===== config.mk =====
export PLATFORM = sky130hd
export DESIGN_NAME = dac_word_device_flat
export DESIGN_NICKNAME = d
export VERILOG_FILES = /design/src/verilog/dac_word_pkg.sv /design/src/verilog/dac_link_if.sv /design/src/verilog/dac_word_device.sv /design/src/flat_wrapper.sv
export SDC_FILE = /design/constraint.sdc
export NUM_CORES = 1
export LEC_CHECK = 0
export BUFFER_PORTS_ARGS = -buffer_cell sky130_fd_sc_hd__buf_4
export CAP_MARGIN = 20
export CORE_UTILIZATION = 40
export CTS_CLUSTER_SIZE = 8
export DETAILED_ROUTE_END_ITERATION = 16
export GPL_ROUTABILITY_DRIVEN = 1
export PLACE_DENSITY = 0.54
export SYNTH_ARGS = -nofsm -noshare
export SYNTH_HDL_FRONTEND = slang
export SYNTH_SLANG_ARGS = --single-unit
export TNS_END_PERCENT = 20

===== constraint.sdc =====
create_clock -name i_clock -period 14.6 [get_ports i_clock]
set_input_delay 3.65 -clock i_clock [delete_from_list [all_inputs] [get_ports i_clock]]
set_output_delay 3.65 -clock i_clock [all_outputs]
set_load 0.01 [all_outputs]

===== src/verilog/dac_word_pkg.sv =====
// Package for the dual converter serial word: frame layout, targets, channels, coding.
// Assumes a 50 MHz system clock on both ends and a host-made serial clock.
package dac_word_pkg;
  localparam int FRAME_BITS = 24;
  localparam int DATA_BITS = 16;
  localparam int CODE_BITS = 12;
  localparam int CNT_BITS = 5;
  localparam logic [4:0] FRAME_LAST = 5'h17;
  // Field positions, most significant end first
  localparam int POS_RW = 23;
  localparam int POS_ZERO = 22;
  localparam int POS_REG_HI = 21;
  localparam int POS_REG_LO = 19;
  localparam int POS_CH_HI = 18;
  localparam int POS_CH_LO = 16;
  localparam int POS_CODE_HI = 15;
  localparam int POS_CODE_LO = 4;
  localparam int POS_RANGE_HI = 2;
  localparam int POS_CODE_MSB = 11;
  // Target select values
  localparam logic [2:0] TGT_DATA = 3'h0;
  localparam logic [2:0] TGT_RANGE = 3'h1;
  localparam logic [2:0] TGT_POWER = 3'h2;
  localparam logic [2:0] TGT_CONTROL = 3'h3;
  // Channel select values
  localparam logic [2:0] CH_A = 3'h0;
  localparam logic [2:0] CH_B = 3'h2;
  localparam logic [2:0] CH_BOTH = 3'h4;
  // Range codes of three and above are bipolar spans
  localparam logic [2:0] RANGE_FIRST_BIPOLAR = 3'h3;
  localparam logic [15:0] DATA_RESET = 16'h0000;
  localparam logic [11:0] CODE_MID = 12'h800;
  // Host serial clock divider: half period in system clocks (160 ns period)
  localparam int SCLK_HALF = 4;
  localparam logic [2:0] SCLK_HALF_LAST = 3'h3;
  // APB register offsets of the host controller
  localparam logic [7:0] OFF_CMD = 8'h00;
  localparam logic [7:0] OFF_STATUS = 8'h04;
  localparam logic [7:0] OFF_RDATA = 8'h08;
  typedef enum logic [1:0] {H_IDLE = 2'b00, H_LOW = 2'b01, H_HIGH = 2'b11} host_state_type;
endpackage


===== src/verilog/dac_link_if.sv =====
// Serial link between the host controller and the converter device.
// Assumes both ends run on their own system clock; the host makes the link clock.
interface dac_link_if;
  logic sclk;
  logic sync_n;
  logic serial_data_input;
  logic sdo;
  modport host (output sclk, output sync_n, output serial_data_input, input sdo);
  modport device (input sclk, input sync_n, input serial_data_input, output sdo);
endinterface


===== src/verilog/dac_word_device.sv =====
// Device end: 24-bit input shift register, register targets with readback, code decode.
// Assumes the host frames each word with sync_n low and changes data on sclk rising.
module dac_word_device
  import dac_word_pkg::*;
(
  input wire logic i_clock,
  input wire logic i_reset,
  dac_link_if.device link,
  input wire logic i_coding_select_pin,
  output logic [11:0] o_code_a,
  output logic [11:0] o_code_b,
  output logic o_bipolar_a,
  output logic o_bipolar_b,
  output logic [2:0] o_range_a,
  output logic [2:0] o_range_b,
  output logic [15:0] o_power,
  output logic [15:0] o_control,
  output logic o_word_done
);
  // Two-stage synchronisers on every link input
  logic [2:0] meta_q, sync_q, prev_q;
  logic coding_meta_q, coding_q;
  always_ff @(posedge i_clock or posedge i_reset) begin
    if (i_reset) begin
      meta_q <= 3'h7;
      sync_q <= 3'h7;
      prev_q <= 3'h7;
      coding_meta_q <= 1'b0;
      coding_q <= 1'b0;
    end else begin
      meta_q <= {link.sclk, link.sync_n, link.serial_data_input};
      sync_q <= meta_q;
      prev_q <= sync_q;
      coding_meta_q <= i_coding_select_pin;
      coding_q <= coding_meta_q;
    end
  end
  logic sclk_fall, sclk_rise, frame_on;
  logic frame_start;
  // Frame line just went low; the clock is still high then
  assign frame_start = prev_q[1] & ~sync_q[1];
  assign sclk_fall = prev_q[2] & ~sync_q[2];
  assign sclk_rise = ~prev_q[2] & sync_q[2];
  assign frame_on = ~sync_q[1];

  logic [23:0] shift_q, shift_d, out_q, out_d;
  logic [4:0] cnt_q, cnt_d;
  logic [15:0] dat_a_q, dat_a_d, dat_b_q, dat_b_d, pwr_q, pwr_d, ctl_q, ctl_d;
  logic [2:0] rng_a_q, rng_a_d, rng_b_q, rng_b_d;
  logic done_q, done_d, sdo_q, sdo_d;
  logic [15:0] rd_val;
  logic [2:0] tgt, chn;
  assign tgt = shift_d[POS_REG_HI:POS_REG_LO];
  assign chn = shift_d[POS_CH_HI:POS_CH_LO];

  // Readback value chosen by the word that just completed
  always_comb begin
    rd_val = DATA_RESET;
    case (tgt)
      TGT_DATA: rd_val = (chn == CH_B) ? dat_b_q : dat_a_q;
      TGT_RANGE: rd_val = {13'h0000, (chn == CH_B) ? rng_b_q : rng_a_q};
      TGT_POWER: rd_val = pwr_q;
      TGT_CONTROL: rd_val = ctl_q;
      default: rd_val = DATA_RESET;
    endcase
  end

  // Shift in on falling sclk inside a frame; act on the 24th bit
  always_comb begin
    shift_d = shift_q;
    cnt_d = cnt_q;
    out_d = out_q;
    dat_a_d = dat_a_q;
    dat_b_d = dat_b_q;
    rng_a_d = rng_a_q;
    rng_b_d = rng_b_q;
    pwr_d = pwr_q;
    ctl_d = ctl_q;
    done_d = 1'b0;
    sdo_d = sdo_q;
    if (!frame_on) begin
      cnt_d = '0;
    end else if (frame_start) begin
      // First readback bit leaves as the frame opens: the host samples at its rise,
      // a full round trip after the bit was put out, so nothing arrives one bit late
      sdo_d = out_q[FRAME_BITS-1];
      out_d = {out_q[FRAME_BITS-2:0], 1'b0};
    end else if (sclk_fall) begin
      shift_d = {shift_q[FRAME_BITS-2:0], sync_q[0]};
      cnt_d = cnt_q + 5'h01;
      if (cnt_q == FRAME_LAST) begin
        cnt_d = '0;
        done_d = 1'b1;
        if (shift_d[POS_RW]) begin
          // Readback word shifts out during the following frame
          out_d = {shift_d[FRAME_BITS-1:DATA_BITS], rd_val};
        end else begin
          case (tgt)
            TGT_DATA: begin
              if (chn == CH_A || chn == CH_BOTH) dat_a_d = shift_d[DATA_BITS-1:0];
              if (chn == CH_B || chn == CH_BOTH) dat_b_d = shift_d[DATA_BITS-1:0];
            end
            TGT_RANGE: begin
              if (chn == CH_A || chn == CH_BOTH) rng_a_d = shift_d[POS_RANGE_HI:0];
              if (chn == CH_B || chn == CH_BOTH) rng_b_d = shift_d[POS_RANGE_HI:0];
            end
            TGT_POWER: pwr_d = shift_d[DATA_BITS-1:0];
            TGT_CONTROL: ctl_d = shift_d[DATA_BITS-1:0];
            default: ;
          endcase
        end
      end
    end else if (sclk_rise) begin
      sdo_d = out_q[FRAME_BITS-1];
      out_d = {out_q[FRAME_BITS-2:0], 1'b0};
    end
  end

  always_ff @(posedge i_clock or posedge i_reset) begin
    if (i_reset) begin
      shift_q <= '0;
      cnt_q <= '0;
      out_q <= '0;
      dat_a_q <= DATA_RESET;
      dat_b_q <= DATA_RESET;
      rng_a_q <= '0;
      rng_b_q <= '0;
      pwr_q <= DATA_RESET;
      ctl_q <= DATA_RESET;
      done_q <= 1'b0;
      sdo_q <= 1'b0;
    end else begin
      shift_q <= shift_d;
      cnt_q <= cnt_d;
      out_q <= out_d;
      dat_a_q <= dat_a_d;
      dat_b_q <= dat_b_d;
      rng_a_q <= rng_a_d;
      rng_b_q <= rng_b_d;
      pwr_q <= pwr_d;
      ctl_q <= ctl_d;
      done_q <= done_d;
      sdo_q <= sdo_d;
    end
  end
  assign link.sdo = sdo_q;

  // Converter code: bits 15..4, low four ignored; normalised to offset binary
  function automatic logic [11:0] to_offset(input logic [15:0] d, input logic bip,
                                           input logic twos);
    logic [11:0] c;
    c = d[POS_CODE_HI:POS_CODE_LO];
    if (bip && twos) c[POS_CODE_MSB] = ~c[POS_CODE_MSB];
    return c;
  endfunction

  logic [11:0] code_a_q, code_b_q;
  logic bip_a_q, bip_b_q;
  logic bip_a, bip_b;
  assign bip_a = (rng_a_q >= RANGE_FIRST_BIPOLAR);
  assign bip_b = (rng_b_q >= RANGE_FIRST_BIPOLAR);
  // Registered so outputs come from flops; unipolar ignores the coding pin
  always_ff @(posedge i_clock or posedge i_reset) begin
    if (i_reset) begin
      code_a_q <= '0;
      code_b_q <= '0;
      bip_a_q <= 1'b0;
      bip_b_q <= 1'b0;
    end else begin
      code_a_q <= to_offset(dat_a_q, bip_a, ~coding_q);
      code_b_q <= to_offset(dat_b_q, bip_b, ~coding_q);
      bip_a_q <= bip_a;
      bip_b_q <= bip_b;
    end
  end
  assign o_code_a = code_a_q;
  assign o_code_b = code_b_q;
  assign o_bipolar_a = bip_a_q;
  assign o_bipolar_b = bip_b_q;
  assign o_range_a = rng_a_q;
  assign o_range_b = rng_b_q;
  assign o_power = pwr_q;
  assign o_control = ctl_q;
  assign o_word_done = done_q;
endmodule


===== src/flat_wrapper.sv =====
// flat-port wrapper written by rule: the top's interface ports become plain ports
module dac_word_device_flat import dac_word_pkg::*;
  (i_clock, i_reset, i_coding_select_pin, o_code_a, o_code_b, o_bipolar_a, o_bipolar_b, o_range_a, o_range_b, o_power, o_control, o_word_done, link_sclk, link_sync_n, link_serial_data_input, link_sdo);
  dac_link_if link_i ();
  input wire logic i_clock;
  input wire logic i_reset;
  input wire logic i_coding_select_pin;
  output logic [11:0] o_code_a;
  output logic [11:0] o_code_b;
  output logic o_bipolar_a;
  output logic o_bipolar_b;
  output logic [2:0] o_range_a;
  output logic [2:0] o_range_b;
  output logic [15:0] o_power;
  output logic [15:0] o_control;
  output logic o_word_done;
  input wire logic [$bits(link_i.sclk)-1:0] link_sclk;
  input wire logic [$bits(link_i.sync_n)-1:0] link_sync_n;
  input wire logic [$bits(link_i.serial_data_input)-1:0] link_serial_data_input;
  output wire logic [$bits(link_i.sdo)-1:0] link_sdo;
  assign link_i.sclk = link_sclk;
  assign link_i.sync_n = link_sync_n;
  assign link_i.serial_data_input = link_serial_data_input;
  assign link_sdo = link_i.sdo;
  dac_word_device u_core (.i_clock(i_clock), .i_reset(i_reset), .link(link_i), .i_coding_select_pin(i_coding_select_pin), .o_code_a(o_code_a), .o_code_b(o_code_b), .o_bipolar_a(o_bipolar_a), .o_bipolar_b(o_bipolar_b), .o_range_a(o_range_a), .o_range_b(o_range_b), .o_power(o_power), .o_control(o_control), .o_word_done(o_word_done));
endmodule

==> summary.md, run 1 <==
| Metric | Value |
|---|---|
| Critical path arrival | `5.22 ns` |
| Placeable core region | `16000 µm²` |
| Standard-cell row count | `46` |
| 1st-iter DRT viols | `216` |
| Worst Path Required | `15.06 ns` |
| Number of setup buffers added after CTS | `0` |
| Tot Pwr | `947 µW` |
| Register-to-Register Setup Slack | `10.83 ns` |
| Number of library cell types mapped by synthesis | `51` |
| R2r endpoint | `u_core.dat_a_q[11]$_DFFE_PP0P_` |
| Cell Pwr Density | `119 nW/µm²` |
| Register cell area after layout | `4010 µm²` |
| Core occupancy in the finished layout | `0.497` |
| Share of post-route cells with drive strength above 1 | `0.333` |
| Overall overflow remaining after global route | `0` |
| Highest net fanout along the worst path | `103` |
| Routed Antenna Nets | `0` |
| Per-instance average area after synthesis | `13.1 µm²` |
| Total Routing Usage GR | `0.190` |
| DRC violations left | `0` |
| Number of slew-limit violations in the final report | `0` |
| Relative slew margins | `0.296` |
| Main area contributors after synthesis | `sky130_fd_sc_hd__dfrtp_1 (58%), sky130_fd_sc_hd__mux2_2 (9.5%), sky130_fd_sc_hd__mux2i_1 (6.1%)` |
| Category of the worst setup path launch point | `primary input` |
| Final count of hold timing violations | `0` |
| CTS tree | `done` |
| Path type of the worst setup path | `in -> async` |
| Antenna violations before repair | `0` |
| Source-to-sink clock delay at the later pin of the worst-skew pair | `0.43 ns` |
| Final clock skew | `0.0218 ns` |
| Routed wirelength normalized by instance count | `18.0 µm` |
| Number of enable-type register cells in the synthesized netlist | `0` |
| Number of vias per cell | `5.09` |
| # diodes | `0` |
| Number of endpoints failing setup at the final stage | `0` |
| Worst-case reg-to-reg path depth | `6` |
| Total negative setup slack | `0 ns` |
| Die Span X | `131 µm` |
| Height of the die | `131 µm` |
| Wire length after detailed routing | `14.6 mm` |
| Commonest non-fill, non-tap cell in the layout | `sky130_fd_sc_hd__dfrtp_1` |
| Highest Clock Rate | `210 MHz` |
| Sequential share of the synthesized area | `0.607` |
| Count of fill cells added during filler insertion | `1483` |
| Origin of the worst setup path | `i_reset` |
| Global-route wire length before repair | `23.8 mm` |
| Share of synthesized flip-flops with an asynchronous set or reset | `1.00` |
| Capturing instance or port of the critical path | `u_core.shift_q[15]$_DFFE_PP0P_` |
| Area of the multi-input gates | `2470 µm²` |
| Area share of the largest cell type after synthesis | `0.575` |
| Worst-case vdd ir drop | `77.9 µV` |
| Share of the cycle needed by the critical path after routing | `0.326` |
| Crit end category | `asynchronous set/reset pin` |
| CTS resizes | `0` |
| Leading cell types in the layout, fill and taps excluded | `sky130_fd_sc_hd__dfrtp_1 (152), sky130_fd_sc_hd__buf_4 (77), sky130_fd_sc_hd__nand2_1 (69)` |
| Synthesized netlist net count | `513` |
| Vias in the first global route | `4240` |
| Starting Density | `0.413` |
| Num ports | `72` |
| Number of sinks handled by clock tree synthesis | `160` |
| Number of register bits inferred by synthesis | `160` |
| Clk pin slew, worst setup/hold paths | `0.06 ns` |
| Reg-to-reg startpoint | `u_core.prev_q[2]$_DFF_PP1_` |
| Unrepaired setup endpoints after global routing | `no` |
| TritonCTS Buffers | `17` |
| Worst-Margin Slew | `1.03 ns` |
| Total of hold buffers inserted after clock tree synthesis | `0` |
| Nets@finish | `586` |
| Number of maximum-capacitance violations | `0` |
| Leakage | `4.16 nW` |
| Gpl congestion | `0.730` |
| Leading area contributor after synthesis | `sky130_fd_sc_hd__dfrtp_1` |
| Summed instance area of the synthesized netlist | `6610 µm²` |
| Total die area | `17000 µm²` |
| Vias post-DR | `4115` |
| Worst hold-check path type | `reg -> reg` |
| Area Growth Syn to Fin | `20.3%` |
| Synthesis Warnings | `0` |
| Pin count of the biggest net entering global routing | `104` |
| Detailed-placement wirelength estimate | `9.16 mm` |
| Total iterations of the first detailed-routing run | `5` |
| Longest Clk Path Bufs | `2` |
| Count of port buffers added during placement | `71` |
| Number of standard cells after synthesis | `506` |
| Clock root buffer | `sky130_fd_sc_hd__clkbuf_16` |
| Count of H-tree levels built during CTS | `4` |
| Most used flip-flop cell after synthesis | `sky130_fd_sc_hd__dfrtp_1` |
| Run status | `finished, final reports clean` |
| Time the final worst path needs with I/O delays and setup | `4.76 ns` |
## registers in the layout (all words and copies together) (netlist names)
signal	flops
u_core.o_bipolar_b	1
u_core.dat_a_q	16
u_core.o_bipolar_a	1
u_core.sync_q	3
u_core.o_word_done	1
u_core.o_control	16
u_core.meta_q	3
u_core.coding_q	1
u_core.o_range_a	3
u_core.coding_meta_q	1
u_core.o_power	16
u_core.prev_q	2
u_core.cnt_q	5
u_core.link.sdo	1
u_core.out_q	24
u_core.shift_q	23
u_core.o_code_b	12
u_core.o_code_a	12
u_core.o_range_b	3
u_core.dat_b_q	16
## cell type report
type                            count  share of cell area
Multi-Input combinational cell    317               0.310
Clock buffer                       24              0.0643
Timing Repair Buffer               78              0.0745
Sequential cell                   160               0.504
Clock inverter                      8             0.00959
Tap cell                          216              0.0340
Inverter                            5             0.00299
## cells by family (layout without fill, tap and decap cells)
logic type	count (synthesis)	in the layout	share of synthesized area
adders and majority gates	1	1	0.00189
and+or+nand+nor	123	123	0.0927
buffers and inverters	29	115	0.0252
DFF	160	160	0.607
AOI/OAI and AO/OA	70	70	0.0670
muxes	118	118	0.200
xor gates and xnor gates	5	5	0.00662
## critical path, stage by stage
cell                    delay [ns]
sky130_fd_sc_hd__buf_4        0.12
sky130_fd_sc_hd__inv_6        0.63
sky130_fd_sc_hd__buf_4        0.73
## Yosys cell counts, drive strengths merged, types with 3 or more instances
cell    instances
o22a           14
nand2          69
nor2           10
buf            13
nand2b          6
nor3            4
nor3b           3
clkbuf         11
nand3           6
mux2           78
and3           13
mux2i          40
inv             5
xnor2           4
dfrtp         152
o21ai          26
a21oi          17
dfstp           8
## worst min path at each step
stage / start / end / slack, ns / cells after the start
after floorplan: u_core.coding_meta_q$_DFF_PP0_ / u_core.coding_q$_DFF_PP0_ / 0.33 / 0
after detailed placement: u_core.coding_meta_q$_DFF_PP0_ / u_core.coding_q$_DFF_PP0_ / 0.35 / 0
after global routing: u_core.meta_q[2]$_DFF_PP1_ / u_core.sync_q[2]$_DFF_PP1_ / 0.36 / 0
after CTS: u_core.meta_q[0]$_DFF_PP1_ / u_core.sync_q[0]$_DFF_PP1_ / 0.36 / 0
after global placement: u_core.coding_meta_q$_DFF_PP0_ / u_core.coding_q$_DFF_PP0_ / 0.34 / 0
final: u_core.meta_q[0]$_DFF_PP1_ / u_core.sync_q[0]$_DFF_PP1_ / 0.36 / 0
## where the power goes
group | switching [mW] | internal (mW) | total, mW
sequential | 0.0131 | 0.461 | 0.474
combinational | 0.0237 | 0.0143 | 0.0380
clock | 0.174 | 0.261 | 0.435
## through the flow
stage / hold slack (ns) / worst slack [ns] / area (µm²) / instances
floorplan: 0.331 / 6.64 / 6610 / 506
global placement: 0.337 / 9.35 / 7350 / 775
detailed placement: 0.346 / 9.29 / 7350 / 775
CTS: 0.358 / 9.74 / 7940 / 807
global route: 0.363 / 9.53 / 7960 / 808
finish: 0.356 / 9.84 / 7960 / 808
## routing by layer
layer  GRT usage  up-vias  part of all wire
met5           0        -                 0
met4      0.0751        0             0.011
met3      0.0399       12             0.034
met2       0.294       81              0.48
met1       0.260     2088              0.47
li1            -     1934                 -
No activity file was read; power rests on OpenSTA's default activity.
==> inputs of run 2 (changes only) <==
PLACE_DENSITY = 0.56   (was 0.54)
clock period = 4.18 ns   (was 14.6 ns; I/O delays follow)
==> summary.md, run 2 (same netlist as run 1, synthesis figures left out) <==
| Metric | Value |
|---|---|
| Run status | `finished, final reports clean (unchanged)` |
| Vias in the first global route | `4213 (was 4240)` |
| Share of post-route cells with drive strength above 1 | `0.334 (was 0.333)` |
| Num ports | `72 (unchanged)` |
| Area Growth Syn to Fin | `21.4% (was 20.3%)` |
| Antenna violations before repair | `0 (unchanged)` |
| WL met1 | `6.82 mm (was 6.91 mm)` |
| Largest regs | `u_core.out_q: 24 flops, u_core.shift_q: 23 flops (unchanged)` |
| Largest register FFs | `24 (unchanged)` |
| Worst min-delay path endpoint | `u_core.coding_q$_DFF_PP0_ (was u_core.sync_q[0]$_DFF_PP1_)` |
| 1st-iter DRT viols | `265 (was 216)` |
| Worst-case vdd ir drop | `276 µV (was 77.9 µV)` |
| Overall overflow remaining after global route | `0 (unchanged)` |
| Uppermost layer routed | `met4 (unchanged)` |
| R2r endpoint | `u_core.dat_a_q[10]$_DFFE_PP0P_ (was u_core.dat_a_q[11]$_DFFE_PP0P_)` |
| Number of endpoints failing setup at the final stage | `0 (unchanged)` |
| Relative slew margins | `0.444 (was 0.296)` |
| Routed wirelength normalized by instance count | `17.7 µm (was 18.0 µm)` |
| Source-to-sink clock delay at the later pin of the worst-skew pair | `0.43 ns (about the same)` |
| Height of the die | `131 µm (unchanged)` |
| Reg-to-reg startpoint | `u_core.prev_q[2]$_DFF_PP1_ (unchanged)` |
| Cell Pwr Density | `434 nW/µm² (was 119 nW/µm²)` |
| Number of maximum-capacitance violations | `0 (unchanged)` |
| Worst hold-check path type | `reg -> reg (unchanged)` |
| Commonest non-fill, non-tap cell in the layout | `sky130_fd_sc_hd__dfrtp_1 (unchanged)` |
| Category of the worst setup path launch point | `register (was primary input)` |
| # diodes | `0 (unchanged)` |
| Total of hold buffers inserted after clock tree synthesis | `0 (unchanged)` |
| Critical path arrival | `3.77 ns (was 5.22 ns)` |
| Worst Path Required | `4.49 ns (was 15.06 ns)` |
| Count of port buffers added during placement | `71 (unchanged)` |
| Detailed-placement wirelength estimate | `9.29 mm (was 9.16 mm)` |
| Highest net fanout along the worst path | `16 (was 103)` |
| Longest Clk Path Bufs | `2 (unchanged)` |
| Register-to-Register Setup Slack | `0.72 ns (was 10.83 ns)` |
| Total negative setup slack | `0 ns (unchanged)` |
| Number of setup buffers added after CTS | `0 (unchanged)` |
| Cell Count, Final, Fillers Out | `808 (unchanged)` |
| Nets@finish | `587 (was 586)` |
| Vias post-DR | `4180 (was 4115)` |
| Unrepaired setup endpoints after global routing | `no (unchanged)` |
| Number of stages on the worst hold path | `0 (unchanged)` |
| Worst min-delay path startpoint | `u_core.coding_meta_q$_DFF_PP0_ (was u_core.meta_q[0]$_DFF_PP1_)` |
| Routed Antenna Nets | `0 (unchanged)` |
| CTS tree | `done (unchanged)` |
| Final clock skew | `0.00626 ns (was 0.0218 ns)` |
| Highest Clock Rate | `289 MHz` |
| Standard-cell row count | `46 (unchanged)` |
| Leakage | `4.19 nW (was 4.16 nW)` |
| Total die area | `17000 µm² (unchanged)` |
| Path type of the worst setup path | `reg -> reg (was in -> async)` |
| Total iterations of the first detailed-routing run | `6 (was 5)` |
| Number of vias per cell | `5.17 (was 5.09)` |
| Die Span X | `131 µm (unchanged)` |
| Placeable core region | `16000 µm² (unchanged)` |
| Time the final worst path needs with I/O delays and setup | `3.46 ns` |
| Worst-Margin Slew | `0.834 ns (was 1.03 ns)` |
| Global-route wire length before repair | `23.3 mm (was 23.8 mm)` |
| Total Routing Usage GR | `0.185 (was 0.190)` |
| Number of sinks handled by clock tree synthesis | `160 (unchanged)` |
| CTS resizes | `0 (unchanged)` |
| Cell with the largest stage delay on the worst path | `sky130_fd_sc_hd__or4b_1 (was sky130_fd_sc_hd__buf_4)` |
| TritonCTS Buffers | `17 (unchanged)` |
| Pin count of the biggest net entering global routing | `161 (was 104)` |
| Clk pin slew, worst setup/hold paths | `0.06 ns (about the same)` |
| Number of slew-limit violations in the final report | `0 (unchanged)` |
| Detail Route met2 WL | `6.68 mm (was 7.00 mm)` |
| Delay of the slowest critical-path stage | `0.78 ns (was 0.73 ns)` |
| Worst-case reg-to-reg path depth | `5 (was 6)` |
| Wire length after detailed routing | `14.3 mm (was 14.6 mm)` |
| Count of H-tree levels built during CTS | `4 (unchanged)` |
| Crit end category | `register (was asynchronous set/reset pin)` |
| Register ranked first by flip-flop count | `u_core.out_q (unchanged)` |
| Placed cell count | `777 (was 775)` |
| Share of the cycle needed by the critical path after routing | `0.828` |
| Gpl congestion | `0.799 (was 0.730)` |
| Final count of hold timing violations | `0 (unchanged)` |
| Clock root buffer | `sky130_fd_sc_hd__clkbuf_16 (unchanged)` |
| Total met3 wirelength after detailed routing | `683 µm (was 496 µm)` |
| Chain of cells forming the critical path | `or4b_1, mux2_4, or3_1, nor2_8, mux2_2 (was buf_4, inv_6, buf_4)` |
| DRC violations left | `0 (unchanged)` |
| Count of fill cells added during filler insertion | `1454 (was 1483)` |
| Starting Density | `0.413 (unchanged)` |
| Leading cell types in the layout, fill and taps excluded | `sky130_fd_sc_hd__dfrtp_1 (152), sky130_fd_sc_hd__buf_4 (78), sky130_fd_sc_hd__nand2_1 (69) (was sky130_fd_sc_hd__dfrtp_1 (152), sky130_fd_sc_hd__buf_4 (77), sky130_fd_sc_hd__nand2_1 (69))` |
[run 2: cell count changes in the layout (fill, tap and decap cells not counted), sizes merged]
cell    before  now
buf         78   79
bufinv       1    5
clkbuf      24   18
clkinv       3    5
inv          6    5
[run 2: through the flow]
step / cell area, µm² / util / hold WS (ns) / setup WS [ns] / power, mW
after floorplan: 6620 / - / 0.331 / 1.11 / 1.77
after detailed placement: 7380 / 0.461 / 0.337 / 0.720 / 1.83
after CTS: 8030 / 0.502 / 0.351 / 0.708 / 3.53
after global routing: 8030 / 0.502 / 0.362 / 0.574 / 3.63
after global placement: 7380 / 0.461 / 0.338 / 0.789 / 1.82
final: 8030 / 0.502 / 0.349 / 0.717 / 3.49
[run 2: cell type report]
class | count | area [µm²] | area share
well taps | 216 | 270 | 0.0337
clock inverters | 13 | 210 | 0.0262
multi-input cells | 317 | 2470 | 0.307
repair buffers | 79 | 606 | 0.0754
flip-flops and latches | 160 | 4010 | 0.500
clock buffers | 18 | 439 | 0.0547
inverters | 5 | 22.5 | 0.00281
[run 2: report_power, final]
part           switching (mW)  internal, mW  leakage [nW]
Combinational          0.0829        0.0513          1.69
Clock                   0.621          1.07         0.312
Sequential             0.0483          1.61          2.19
[run 2: critical path: cells and delay by family (launching register included)]
kind,cells,cell delay [ns]
flops,1,0.55
mux,2,0.85
simple gates,3,1.95
[run 2: routing by layer]
| metal | GRT usage | up-vias |
|---|---|---|
| met5 | 0 | - |
| met4 | 0.0548 | 0 |
| met3 | 0.0460 | 13 |
| met2 | 0.279 | 110 |
| met1 | 0.265 | 2117 |
| li1 | - | 1940 |
[run 2: how the worst max path moves through the flow]
stage | endpoint | from
global route | u_core.dat_a_q[10]$_DFFE_PP0P_ | u_core.prev_q[2]$_DFF_PP1_
CTS | u_core.dat_a_q[10]$_DFFE_PP0P_ | u_core.prev_q[2]$_DFF_PP1_
floorplan | u_core.cnt_q[0]$_DFFE_PP0P_ | i_reset
finish | u_core.dat_a_q[10]$_DFFE_PP0P_ | u_core.prev_q[2]$_DFF_PP1_
global placement | u_core.dat_a_q[10]$_DFFE_PP0P_ | u_core.prev_q[2]$_DFF_PP1_
detailed placement | u_core.dat_a_q[13]$_DFFE_PP0P_ | u_core.prev_q[2]$_DFF_PP1_
==> inputs of run 3 (changes only) <==
PLACE_DENSITY = 0.54   (was 0.56)
clock period = 3.44 ns   (was 4.18 ns; I/O delays follow)
==> summary.md, run 3 (same netlist as run 1, synthesis figures left out) <==
| Metric | Value |
|---|---|
| Worst-case reg-to-reg path depth | `7 (was 5)` |
| Cell Pwr Density | `506 nW/µm² (was 434 nW/µm²)` |
| Count of port buffers added during placement | `71 (unchanged)` |
| Longest Clk Path Bufs | `2 (unchanged)` |
| Nets@finish | `596 (was 587)` |
| Highest Clock Rate | `326 MHz (was 289 MHz)` |
| Number of maximum-capacitance violations | `0 (unchanged)` |
| Crit end category | `register (unchanged)` |
| Placeable core region | `16000 µm² (unchanged)` |
| Share of the cycle needed by the critical path after routing | `0.891 (was 0.828)` |
| TritonCTS Buffers | `17 (unchanged)` |
| Largest regs | `u_core.out_q: 24 flops, u_core.shift_q: 23 flops (unchanged)` |
| Final clock skew | `0.00862 ns (was 0.00626 ns)` |
| # diodes | `0 (unchanged)` |
| Area Growth Syn to Fin | `22.0% (was 21.4%)` |
| Largest register FFs | `24 (unchanged)` |
| Overall overflow remaining after global route | `0 (unchanged)` |
| Critical path arrival | `3.37 ns (was 3.77 ns)` |
| Starting Density | `0.413 (unchanged)` |
| Reg-to-reg startpoint | `u_core.prev_q[2]$_DFF_PP1_ (unchanged)` |
| Total Routing Usage GR | `0.185 (about the same)` |
| Origin of the worst setup path | `u_core.prev_q[2]$_DFF_PP1_ (unchanged)` |
| Switch Pwr | `912 µW (was 752 µW)` |
| Number of slew-limit violations in the final report | `0 (unchanged)` |
| Clk pin slew, worst setup/hold paths | `0.06 ns (about the same)` |
| 1st-iter DRT viols | `149 (was 265)` |
| DRC violations left | `0 (unchanged)` |
| Register cell area after layout | `4010 µm² (unchanged)` |
| Category of the worst setup path launch point | `register (unchanged)` |
| Worst-case vdd ir drop | `352 µV (was 276 µV)` |
| Number of sinks handled by clock tree synthesis | `160 (unchanged)` |
| Commonest non-fill, non-tap cell in the layout | `sky130_fd_sc_hd__dfrtp_1 (unchanged)` |
| Worst Path Required | `3.75 ns (was 4.49 ns)` |
| Total iterations of the first detailed-routing run | `4 (was 6)` |
| Area of the multi-input gates | `2470 µm² (unchanged)` |
| Sw Ratio | `0.224 (was 0.216)` |
| Worst-Margin Slew | `0.854 ns (was 0.834 ns)` |
| Number of vias per cell | `5.08 (was 5.17)` |
| Share of post-route cells with drive strength above 1 | `0.342 (was 0.334)` |
| Cell Int Power | `3.17 mW (was 2.74 mW)` |
| Die Span X | `131 µm (unchanged)` |
| Number of setup buffers added after CTS | `0 (unchanged)` |
| Total of hold buffers inserted after clock tree synthesis | `0 (unchanged)` |
| Leading cell types in the layout, fill and taps excluded | `sky130_fd_sc_hd__dfrtp_1 (152), sky130_fd_sc_hd__buf_4 (85), sky130_fd_sc_hd__nand2_1 (69) (was sky130_fd_sc_hd__dfrtp_1 (152), sky130_fd_sc_hd__buf_4 (78), sky130_fd_sc_hd__nand2_1 (69))` |
| Wire length after detailed routing | `14.4 mm (was 14.3 mm)` |
| Tot Pwr | `4.08 mW (was 3.49 mW)` |
| Source-to-sink clock delay at the later pin of the worst-skew pair | `0.43 ns (about the same)` |
| Detailed-placement wirelength estimate | `9.78 mm (was 9.29 mm)` |
| CP dominant cell by count | `sky130_fd_sc_hd__buf_4` |
| Vias in the first global route | `4157 (was 4213)` |
| CTS tree | `done (unchanged)` |
| Num ports | `72 (unchanged)` |
| Gpl congestion | `0.783 (was 0.799)` |
| Register ranked first by flip-flop count | `u_core.out_q (unchanged)` |
| Capturing instance or port of the critical path | `u_core.dat_a_q[12]$_DFFE_PP0P_ (was u_core.dat_a_q[10]$_DFFE_PP0P_)` |
| Count of H-tree levels built during CTS | `4 (unchanged)` |
| Path type of the worst setup path | `reg -> reg (unchanged)` |
| Total negative setup slack | `0 ns (unchanged)` |
| Time the final worst path needs with I/O delays and setup | `3.06 ns (was 3.46 ns)` |
| Chain of cells forming the critical path | `or4b_1, buf_4, nor4_1, buf_4, nand2_1, nor2_8, mux2_2 (was or4b_1, mux2_4, or3_1, nor2_8, mux2_2)` |
| Relative slew margins | `0.430 (was 0.444)` |
| Standard-cell row count | `46 (unchanged)` |
| Run status | `finished, final reports clean (unchanged)` |
| Height of the die | `131 µm (unchanged)` |
| Power share of the sequential group | `0.494 (was 0.476)` |
| Clock root buffer | `sky130_fd_sc_hd__clkbuf_16 (unchanged)` |
| Register-to-Register Setup Slack | `0.38 ns (was 0.72 ns)` |
| Routed wirelength normalized by instance count | `17.6 µm (was 17.7 µm)` |
| Worst hold-check path type | `reg -> reg (unchanged)` |
| Unrepaired setup endpoints after global routing | `no (unchanged)` |
| Leakage | `4.21 nW (was 4.19 nW)` |
| Routed Antenna Nets | `0 (unchanged)` |
| Global-route wire length before repair | `23.1 mm (was 23.3 mm)` |
| Number of endpoints failing setup at the final stage | `0 (unchanged)` |
| CTS resizes | `0 (unchanged)` |
| Count of fill cells added during filler insertion | `1430 (was 1454)` |
| Highest net fanout along the worst path | `16 (unchanged)` |
| R2r endpoint | `u_core.dat_a_q[12]$_DFFE_PP0P_ (was u_core.dat_a_q[10]$_DFFE_PP0P_)` |
| Share of total power in combinational logic | `0.042 (was 0.038)` |
| Delay of the slowest critical-path stage | `0.66 ns (was 0.78 ns)` |
| Pin count of the biggest net entering global routing | `46 (was 161)` |
| Antenna violations before repair | `0 (unchanged)` |
| Cell with the largest stage delay on the worst path | `sky130_fd_sc_hd__or4b_1 (unchanged)` |
| Final count of hold timing violations | `0 (unchanged)` |
| Vias post-DR | `4157 (was 4180)` |
| Clock network fraction of design power | `0.465 (was 0.486)` |
| Total die area | `17000 µm² (unchanged)` |
## run 3: worst max-delay path, delay by kind of cell (launching register included)
| family | cells | cell delay, ns |
|---|---|---|
| buf+inv | 2 | 0.49 |
| simple gates | 4 | 1.53 |
| flops | 1 | 0.55 |
| mux | 1 | 0.38 |
## run 3: power groups by stage
stage	sequential, mW	combinational, mW	clock [mW]
finish	2.01	0.170	1.90
global route	2.02	0.199	2.02
CTS	2.01	0.174	1.94
detailed placement	2.05	0.174	0
global placement	2.04	0.169	0
floorplan	2.03	0.125	0
## run 3: how the worst min path moves through the flow
stage	startpoint	end	cells past startpoint
2_1_floorplan	u_core.coding_meta_q$_DFF_PP0_	u_core.coding_q$_DFF_PP0_	0
3_3_place_gp	u_core.coding_meta_q$_DFF_PP0_	u_core.coding_q$_DFF_PP0_	0
3_5_place_dp	u_core.coding_meta_q$_DFF_PP0_	u_core.coding_q$_DFF_PP0_	0
4_1_cts	u_core.meta_q[2]$_DFF_PP1_	u_core.sync_q[2]$_DFF_PP1_	0
5_1_grt	u_core.meta_q[0]$_DFF_PP1_	u_core.sync_q[0]$_DFF_PP1_	0
6_report	u_core.coding_meta_q$_DFF_PP0_	u_core.coding_q$_DFF_PP0_	0
## run 3: area by class of cell
cell class | instances | share of cell area
multi-input cells | 317 | 0.306
inverters | 5 | 0.00279
well taps | 216 | 0.0335
clock inverters | 13 | 0.0202
flip-flops and latches | 160 | 0.498
repair buffers | 88 | 0.0865
clock buffers | 19 | 0.0537
## run 3: through the flow
step | worst slack [ns] | std cells | hold WS [ns] | cell area [µm²] | util
floorplan | 0.558 | 506 | 0.331 | 6620 | -
detailed placement | 0.369 | 786 | 0.347 | 7470 | 0.467
CTS | 0.345 | 818 | 0.357 | 8070 | 0.504
global placement | 0.461 | 786 | 0.340 | 7470 | 0.467
finish | 0.376 | 818 | 0.355 | 8070 | 0.504
global route | 0.179 | 818 | 0.365 | 8070 | 0.504
## run 3: per-layer routing
metal  global-route usage  part of all wire
met1                0.254              0.48
met5                    0                 0
met2                0.285              0.47
met3               0.0415             0.040
met4               0.0737             0.016
